==> config.mk <==
export PLATFORM = sky130hd
export DESIGN_NAME = pmc_unit
export DESIGN_NICKNAME = d
export VERILOG_FILES = /design/src/hw/pmc_pkg.sv /design/src/hw/pmc_unit.sv
export SDC_FILE = /design/constraint.sdc
export NUM_CORES = 1
export LEC_CHECK = 0
export ABC_CLOCK_PERIOD_IN_PS = 6050
export CAP_MARGIN = 20
export CORE_MARGIN = 8
export CORE_UTILIZATION = 30
export CTS_CLUSTER_DIAMETER = 100
export DETAILED_ROUTE_END_ITERATION = 12
export DONT_BUFFER_PORTS = 1
export SLEW_MARGIN = 20
export SYNTH_ARGS = -nofsm -noshare
export SYNTH_HDL_FRONTEND = slang
export SYNTH_SLANG_ARGS = --single-unit
export TNS_END_PERCENT = 10
==> constraint.sdc <==
create_clock -name clock -period 6.05 [get_ports clock]
set_clock_uncertainty 0.15 [all_clocks]
set_input_delay 1.21 -clock clock [delete_from_list [all_inputs] [get_ports clock]]
set_output_delay 1.21 -clock clock [all_outputs]
set_load 0.05 [all_outputs]
==> src/hw/pmc_pkg.sv <==
// Constants and types for the performance monitor counters
package pmc_pkg;
  localparam int unsigned pmc_num_ctr = 4;
  localparam int unsigned pmc_evt_w = 6;
  localparam logic [5:0] pmc_evt_max = 6'h29;
  localparam logic [11:0] pmc_addr_gpmc = 12'h7d0;
  localparam logic [11:0] pmc_addr_cnt_lo = 12'hb03;
  localparam logic [11:0] pmc_addr_cnt_hi = 12'hb83;
  localparam logic [11:0] pmc_addr_evt = 12'h323;
  localparam logic [11:0] pmc_addr_hpm_last = 12'h01f;
  localparam logic pmc_gpmc_reset = 1'b1;
  localparam logic [63:0] pmc_cnt_reset = 64'h0;
  localparam logic [5:0] pmc_evt_reset = 6'h00;

  // Event indications from core, one bundle per cycle
  typedef struct packed {
    logic icache_hit;
    logic icache_miss;
    logic [1:0] commit_all;
    logic [1:0] commit_16b;
    logic [1:0] commit_32b;
    logic [1:0] aligned;
    logic [1:0] decoded;
    logic mul;
    logic div;
    logic load;
    logic store;
    logic misal_load;
    logic misal_store;
    logic [1:0] alu;
    logic csr_read;
    logic csr_rw;
    logic csr_write_rd0;
    logic ebreak;
    logic ecall;
    logic fence;
    logic fence_i;
    logic mret;
    logic br_commit;
    logic br_mispredict;
    logic br_taken;
    logic br_unpredict;
    logic stall_fetch;
    logic stall_aligner;
    logic stall_decode;
    logic stall_postsync;
    logic stall_presync;
    logic loadstore_pipe_freeze;
    logic store_and_write_buffers_full;
    logic stall_dma_data;
    logic stall_dma_instr;
    logic exception;
    logic timer_int;
    logic ext_int;
    logic trap_logic_unit_flush;
    logic br_error_flush;
  } pmc_events_t;

  // CSR access from the core
  typedef struct packed {
    logic rd;
    logic wr;
    logic [11:0] addr;
    logic [31:0] wdata;
  } pmc_csr_req_t;

  typedef struct packed {
    logic gpmc_en;
    logic [3:0][63:0] cnt;
    logic [3:0][5:0] evt;
    logic [31:0] rdata;
  } pmc_state_t;
endpackage

==> src/hw/pmc_unit.sv <==
// Performance monitor counters with group enable and event decode
`timescale 1ns/1ns
// Operation
// Group enable bit 0 at 0x7d0 gates all four counters, resets to 1
// Group enable only gates increments, never alters counter values
// Group enable register bits 31:1 always read zero
// Writable registers accept any value, read back only legal values
// Counters 3 to 6 work, each counting its own selected event
// Counters and selectors 7 to 31 read zero, writes ignored
// Power-management halt stops all counters, cycle counter included
// In debug halt, stopcount decides whether counters run
// DMA in halt with counting stopped is not counted
// Pause instruction keeps counters running
// Read returns value before increment; increment applies before a write
// Software should disable group before modifying counters or selectors
// Selector write above highest event stores highest event
// Event 0 counts nothing; event 1 counts active clock cycles
// Events 2,3 count instruction cache hits and misses
// Events 4-6 count committed instructions all, 16-bit, 32-bit
// Events 7,8 count aligned and decoded instructions
// Events 9-14 count mul, div, loads, stores, misaligned loads/stores
// Events 15-23 count ALU, CSR classes, ebreak, ecall, fences, mret
// Events 24-27 count branch commit, mispredict, taken, unpredictable
// Events 28-36 count the stall cycle classes
// Events 37-41 count exceptions, interrupts, and flushes
// Each counter is 64 bits, read as low and high halves
// Permitted cycles add zero to two occurrences to the counter
module pmc_unit (
  input wire logic clock,
  input wire logic arst_n,
  input wire pmc_pkg::pmc_csr_req_t csr_req,
  output logic [31:0] csr_rdata,
  output logic csr_hit,
  input wire pmc_pkg::pmc_events_t events,
  input wire logic power_mgmt_halt_state,
  input wire logic debug_halted_state,
  input wire logic dbg_stopcount,
  input wire logic pause_active,
  output logic count_permitted
);
  import pmc_pkg::*;

  pmc_state_t st;
  pmc_state_t next_st;
  logic [3:0][1:0] inc;
  logic run;

  function automatic logic [1:0] evt_count(input logic [5:0] code, input pmc_events_t e);
    logic [1:0] n;
    n = 2'h0;
    unique case (code)
      6'd0: n = 2'h0;
      6'd1: n = 2'h1;
      6'd2: n = {1'b0, e.icache_hit};
      6'd3: n = {1'b0, e.icache_miss};
      6'd4: n = e.commit_all;
      6'd5: n = e.commit_16b;
      6'd6: n = e.commit_32b;
      6'd7: n = e.aligned;
      6'd8: n = e.decoded;
      6'd9: n = {1'b0, e.mul};
      6'd10: n = {1'b0, e.div};
      6'd11: n = {1'b0, e.load};
      6'd12: n = {1'b0, e.store};
      6'd13: n = {1'b0, e.misal_load};
      6'd14: n = {1'b0, e.misal_store};
      6'd15: n = e.alu;
      6'd16: n = {1'b0, e.csr_read};
      6'd17: n = {1'b0, e.csr_rw};
      6'd18: n = {1'b0, e.csr_write_rd0};
      6'd19: n = {1'b0, e.ebreak};
      6'd20: n = {1'b0, e.ecall};
      6'd21: n = {1'b0, e.fence};
      6'd22: n = {1'b0, e.fence_i};
      6'd23: n = {1'b0, e.mret};
      6'd24: n = {1'b0, e.br_commit};
      6'd25: n = {1'b0, e.br_mispredict};
      6'd26: n = {1'b0, e.br_taken};
      6'd27: n = {1'b0, e.br_unpredict};
      6'd28: n = {1'b0, e.stall_fetch};
      6'd29: n = {1'b0, e.stall_aligner};
      6'd30: n = {1'b0, e.stall_decode};
      6'd31: n = {1'b0, e.stall_postsync};
      6'd32: n = {1'b0, e.stall_presync};
      6'd33: n = {1'b0, e.loadstore_pipe_freeze};
      6'd34: n = {1'b0, e.store_and_write_buffers_full};
      6'd35: n = {1'b0, e.stall_dma_data};
      6'd36: n = {1'b0, e.stall_dma_instr};
      6'd37: n = {1'b0, e.exception};
      6'd38: n = {1'b0, e.timer_int};
      6'd39: n = {1'b0, e.ext_int};
      6'd40: n = {1'b0, e.trap_logic_unit_flush};
      6'd41: n = {1'b0, e.br_error_flush};
      default: n = 2'h0;
    endcase
    return n;
  endfunction

  // Halt rules; pause leaves counting on, DMA stalls drop out with run
  always_comb begin
    run = !power_mgmt_halt_state && !(debug_halted_state && dbg_stopcount);
  end

  assign count_permitted = run;

  always_comb begin
    for (int i = 0; i < 4; i++) begin
      inc[i] = (run && st.gpmc_en) ? evt_count(st.evt[i], events) : 2'h0;
    end
  end

  always_comb begin
    logic [11:0] a;
    logic [31:0] rd;
    logic hit;
    a = csr_req.addr;
    rd = 32'h0;
    hit = 1'b0;
    next_st = st;
    // Increment first, so a same-cycle write overrides it
    for (int i = 0; i < 4; i++) begin
      next_st.cnt[i] = st.cnt[i] + {62'h0, inc[i]};
    end
    if (a == pmc_addr_gpmc) begin
      hit = 1'b1;
      rd = {31'h0, st.gpmc_en};
      if (csr_req.wr) next_st.gpmc_en = csr_req.wdata[0];
    end
    for (int i = 0; i < 4; i++) begin
      if (a == pmc_addr_cnt_lo + 12'(i)) begin
        hit = 1'b1;
        rd = st.cnt[i][31:0];
        if (csr_req.wr) next_st.cnt[i][31:0] = csr_req.wdata;
      end
      if (a == pmc_addr_cnt_hi + 12'(i)) begin
        hit = 1'b1;
        rd = st.cnt[i][63:32];
        if (csr_req.wr) next_st.cnt[i][63:32] = csr_req.wdata;
      end
      if (a == pmc_addr_evt + 12'(i)) begin
        hit = 1'b1;
        rd = {26'h0, st.evt[i]};
        if (csr_req.wr) begin
          next_st.evt[i] = (csr_req.wdata > {26'h0, pmc_evt_max}) ? pmc_evt_max : csr_req.wdata[5:0];
        end
      end
    end
    // Unused counters and selectors 7..31 read zero
    if ((a[11:5] == pmc_addr_cnt_lo[11:5] || a[11:5] == pmc_addr_cnt_hi[11:5] || a[11:5] == pmc_addr_evt[11:5])
        && a[4:0] >= 5'd7 && a[4:0] <= pmc_addr_hpm_last[4:0]) begin
      hit = 1'b1;
      rd = 32'h0;
    end
    next_st.rdata = (csr_req.rd || csr_req.wr) ? rd : 32'h0;
    csr_hit = hit && (csr_req.rd || csr_req.wr);
  end

  always_ff @(posedge clock or negedge arst_n) begin
    if (!arst_n) begin
      st.gpmc_en <= pmc_gpmc_reset;
      st.cnt <= {4{pmc_cnt_reset}};
      st.evt <= {4{pmc_evt_reset}};
      st.rdata <= 32'h0;
    end else begin
      st <= next_st;
    end
  end

  assign csr_rdata = st.rdata;

  chk_group_gate: assert property (@(posedge clock) disable iff (!arst_n)
    !st.gpmc_en && !(csr_req.wr) |=> st.cnt == $past(st.cnt)) else $error("counter moved while disabled");
  chk_enable_keeps: assert property (@(posedge clock) disable iff (!arst_n)
    csr_req.wr && csr_req.addr == pmc_addr_gpmc && !st.gpmc_en |=> st.cnt[0] == $past(st.cnt[0]))
    else $error("enable write changed counter");
  chk_gpmc_read: assert property (@(posedge clock) disable iff (!arst_n)
    csr_req.rd && csr_req.addr == pmc_addr_gpmc |=> csr_rdata[31:1] == 31'h0) else $error("reserved bits nonzero");
  chk_evt_legal: assert property (@(posedge clock) disable iff (!arst_n)
    st.evt[0] <= pmc_evt_max && st.evt[3] <= pmc_evt_max) else $error("illegal selector");
  chk_evt_clamp: assert property (@(posedge clock) disable iff (!arst_n)
    csr_req.wr && csr_req.addr == pmc_addr_evt && csr_req.wdata > 32'd41 |=> st.evt[0] == pmc_evt_max)
    else $error("selector not clamped");
  chk_unused_zero: assert property (@(posedge clock) disable iff (!arst_n)
    csr_req.rd && csr_req.addr == pmc_addr_cnt_lo + 12'd7 |=> csr_rdata == 32'h0) else $error("unused counter nonzero");
  chk_halt_stop: assert property (@(posedge clock) disable iff (!arst_n)
    power_mgmt_halt_state && !csr_req.wr |=> st.cnt == $past(st.cnt)) else $error("count during halt");
  chk_dbg_stop: assert property (@(posedge clock) disable iff (!arst_n)
    debug_halted_state && dbg_stopcount |-> !count_permitted) else $error("count in debug halt");
  chk_cycle_evt: assert property (@(posedge clock) disable iff (!arst_n)
    st.evt[1] == 6'd1 && st.gpmc_en && count_permitted && !csr_req.wr |=> st.cnt[1] == $past(st.cnt[1]) + 64'h1)
    else $error("cycle event miscounted");
  chk_read_before: assert property (@(posedge clock) disable iff (!arst_n)
    csr_req.rd && !csr_req.wr && csr_req.addr == pmc_addr_cnt_lo |=> csr_rdata == $past(st.cnt[0][31:0]))
    else $error("read after increment");
  chk_pause_runs: assert property (@(posedge clock) disable iff (!arst_n)
    pause_active && !power_mgmt_halt_state && !(debug_halted_state && dbg_stopcount) |-> count_permitted)
    else $error("pause stopped counting");
  chk_pm_halt_perm: assert property (@(posedge clock) disable iff (!arst_n)
    power_mgmt_halt_state |-> !count_permitted) else $error("counting allowed in halt");
  chk_write_wins: assert property (@(posedge clock) disable iff (!arst_n)
    csr_req.wr && csr_req.addr == pmc_addr_cnt_lo |=> st.cnt[0][31:0] == $past(csr_req.wdata))
    else $error("write lost to increment");
  cov_clamp: cover property (@(posedge clock) csr_req.wr && csr_req.addr == pmc_addr_evt && csr_req.wdata > 32'd41);
  cov_halt: cover property (@(posedge clock) power_mgmt_halt_state ##1 !power_mgmt_halt_state);
  cov_double: cover property (@(posedge clock) inc[0] == 2'h2);
  cov_write_cnt: cover property (@(posedge clock) csr_req.wr && csr_req.addr == pmc_addr_cnt_lo + 12'h1);
endmodule // pmc_unit

==> summary by stage <==
Status
The flow ran to the end, but the final reports show violations. The final reports fail on slew limit.

Floorplan
The die width is 287 um. The number of top-level pins is around 130. The area of the core is around 0.073 mm^2. The floorplan step set the die height to between 200 and 300 um. The row count is 99. The area of the die is approximately 0.082 mm^2. The effective utilization at floorplan is between 30% and 40%.

Synth
For this run, the leading register cell type out of synthesis is dfrtp_1. The most common cell in the synthesized netlist is nor2_1. The commonest cells after synthesis are nor2_1, dfrtp_1, a21oi_1, o21ai_0, nand2_1.

Counting flops with an async set or reset pin after synthesis yields a share of 100%. The average size of a mapped cell is between 8 and 9 um^2. The number of storage elements in the synthesis netlist is between 300 and 400.

Sequential cells were found to cover between 30% and 40% of the synthesized design area. During synthesis, Yosys emitted a total of 0 warnings. The cell count after synthesis came out at 2,700. In the post-synthesis netlist, the biggest area contributors are dfrtp_1, a21oi_1, nor2_1, xor2_1, xnor2_1. The number of nets in the synthesized netlist is ~2,800.

The number of flops mapped to enable cells by yosys is 0. The library cell with the largest summed area after synthesis is dfrtp_1. Of the post-synthesis cell area, the dominant cell type holds a little over a third.

The number of distinct library cell variants in the gate-level netlist after synthesis is 89. The cell area after synthesis is about 0.022 mm^2.

Clocking
The clock latency on the worst-skew pair is 0.56 ns. The largest buffer count on any clock path is 3. In this run, CTS created clock tree buffers numbering 39. The post-CTS setup repair buffer count is 0. The number of gates resized after CTS was 0. The maximum level of the CTS H-tree is 2. The count of clock tree sinks is 313. TritonCTS built the clock tree.

Hold repair after CTS inserted 0 buffers. The tree is rooted in a clkbuf_16. The clock-pin slew reported for the worst setup and hold paths after clock tree synthesis is approximately 0.060 ns.

GRT
For this run, global-route usage on met2 was measured as 29.4%. The first-pass GRT wire length is about 120 mm. The met1 usage is 25.2%. met2 is the most crowded layer. The initial antenna violation count is 2. For this run, the total global-route usage over all layers was measured as around a fifth.

In the global route stage, met3 resource usage came out at under 10%. The number of global-route vias before repair is approximately 19,000. The pin count of the biggest net entering global routing is ~310. The sum of overflow across all layers after global routing is 0.

Power and ir drop
The worst vdd rail ir drop is 0.153 mV. The analysis attributes to cell leakage a power of between 9 and 10 nW. Dividing total power by cell area gives a power density of around 190 mW/mm^2.

Routing
In the routed design, unresolved DRC markers number 0. The routed via count divided by cell count is approximately 5.7. For this block, the via count after detailed routing is approximately 20,000. The detail route stage leaves a number of antenna-violating nets equal to 0. Dividing the detail-routed wire length by the instance count gives ~23 um. After the first detailed-routing iteration, the DRC count stood at ~2,300. The overall routed net length is between 80 and 90 mm.

The first TritonRoute pass finished after 6 iterations.

Setup path
The biggest fanout along the worst timing path is 27. STA classifies the critical path startpoint as a flip-flop. The category of the critical setup timing path is flip-flop to flip-flop. Data on the critical path is required at its endpoint by around 6.3 ns.

STA puts the critical path data arrival time at around 5.4 ns. The kind of end point of the critical path is a flip-flop.

Cells and area
Of the cells placed in the final design, the portion with a size suffix greater than 1 is 7.06%. The cell area after layout is roughly 0.024 mm^2. Compared with the post-synthesis result, the final layout area differs by 7.84%. In the final design database the tool counted ~2,600 nets.

Timing
The count of endpoints failing hold in the final timing report came to 0. In the finished design, the share of the clock period the worst path needs comes to approximately 86%. The final max-slew violation count is 52. The accumulated negative setup slack is 0 ns.

The highest achievable clock rate is 0.193 GHz. The post-route minimum period is approximately 5.2 ns. The slew at the pin closest to its max-slew limit is around 1.6 ns. The setup-violating endpoint count in the final report is 0. Setup repair after global routing left no endpoint under its margin. In this run the tightest slew margin relative to its limit is -4.59%.

Placement
The port buffer count is 0. The congestion estimate from routability-driven global placement came to 0.942. The placed wire-length estimate is about 57 mm. After detailed placement, the total cell area comes to 0.0225 mm^2.

Flow run
Max-cap violations in this run came to 0.

Hold path
The type of the tightest min-delay check is input port to async pin.
==> state kept, by name (all words and copies together) (netlist names) <==
| register | count |
|---|---|
| csr_rdata | 32 |
| st | 281 |
==> path summary, 6_finish.rpt <==
path | depth (start not counted) | slack [ns] | end | startpoint
worst min-delay path | 0 | 0.26 | st[136] | arst_n
worst max-delay path | 14 | 0.86 | st[306] | st[52]
max in group asynchronous | 0 | 4.28 | csr_rdata[19] | arst_n
worst min register to register | 2 | 0.43 | st[183] | st[183]
worst max register to register | 14 | 0.86 | st[306] | st[52]
min in group clock | 2 | 0.43 | st[183] | st[183]
==> critical path, cell delays in order, from the launching register on <==
cell	delay, ns
dfrtp_1	0.70
nor2_1	0.31
a22o_1	0.17
a21oi_1	0.07
a22o_1	0.30
a311o_1	0.33
a31oi_1	0.18
ha_1	0.20
inv_1	0.05
fa_1	0.50
or4_1	0.62
or3_1	0.79
nor4_2	0.41
xnor2_1	0.15
a21oi_1	0.08
==> per-layer routing <==
metal | vias up | part of all wire [%]
li1 | 9364 | -
met1 | 9746 | 42
met2 | 884 | 44
met3 | 168 | 9.8
met4 | 0 | 3.7
met5 | - | 0
==> area by class of cell <==
type                    instances  area, um^2
repair buffers                 44         363
inverters                      55         206
diodes                          2        5.00
well taps                     959        1200
clock buffers                  62        1180
multi-input cells            2083       12900
clock inverters                 7        37.5
flip-flops and latches        313        7830
fillers                      7641       49000
==> cells in the final DEF (no fill, tap or decap), types with 50 or more instances in the layout <==
cell type / count
nor3_1: 50
xnor2_1: 114
nand4_1: 89
nand3_1: 124
nor2_1: 320
nand2_1: 194
inv_1: 52
xor2_1: 132
and3_1: 50
dfrtp_1: 312
o21ai_0: 199
a21oi_1: 271
==> through the flow <==
stage / hold slack [ns] / power, mW / cells / setup slack (ns) / util, %
after floorplan: 0.389 / 2.28 / 2700 / 0.805 / -
after global placement: 0.415 / 2.27 / 3451 / 0.589 / 30.8
after detailed placement: 0.419 / 2.27 / 3453 / 0.552 / 30.9
after CTS: 0.221 / 4.57 / 3522 / 0.906 / 32.6
after global routing: 0.236 / 4.66 / 3523 / 0.640 / 32.6
final: 0.263 / 4.53 / 3525 / 0.857 / 32.6
==> kinds of logic after synthesis <==
logic type | count (synthesis) | synth area share, %
muxes | 62 | 3.24
DFF | 313 | 35.6
buffers and inverters | 304 | 6.07
xor gates and xnor gates | 246 | 9.80
AOI/OAI and AO/OA | 719 | 19.4
adders and majority gates | 13 | 0.865
and+or+nand+nor | 1043 | 25.0
==> power by group <==
group | switching (mW) | internal, mW | total [mW]
combinational | 0.0618 | 0.0486 | 0.110
sequential | 0.0222 | 2.11 | 2.13
clock | 0.948 | 1.34 | 2.29
total | 1.03 | 3.49 | 4.53
Power figures use the tool's default switching activity.
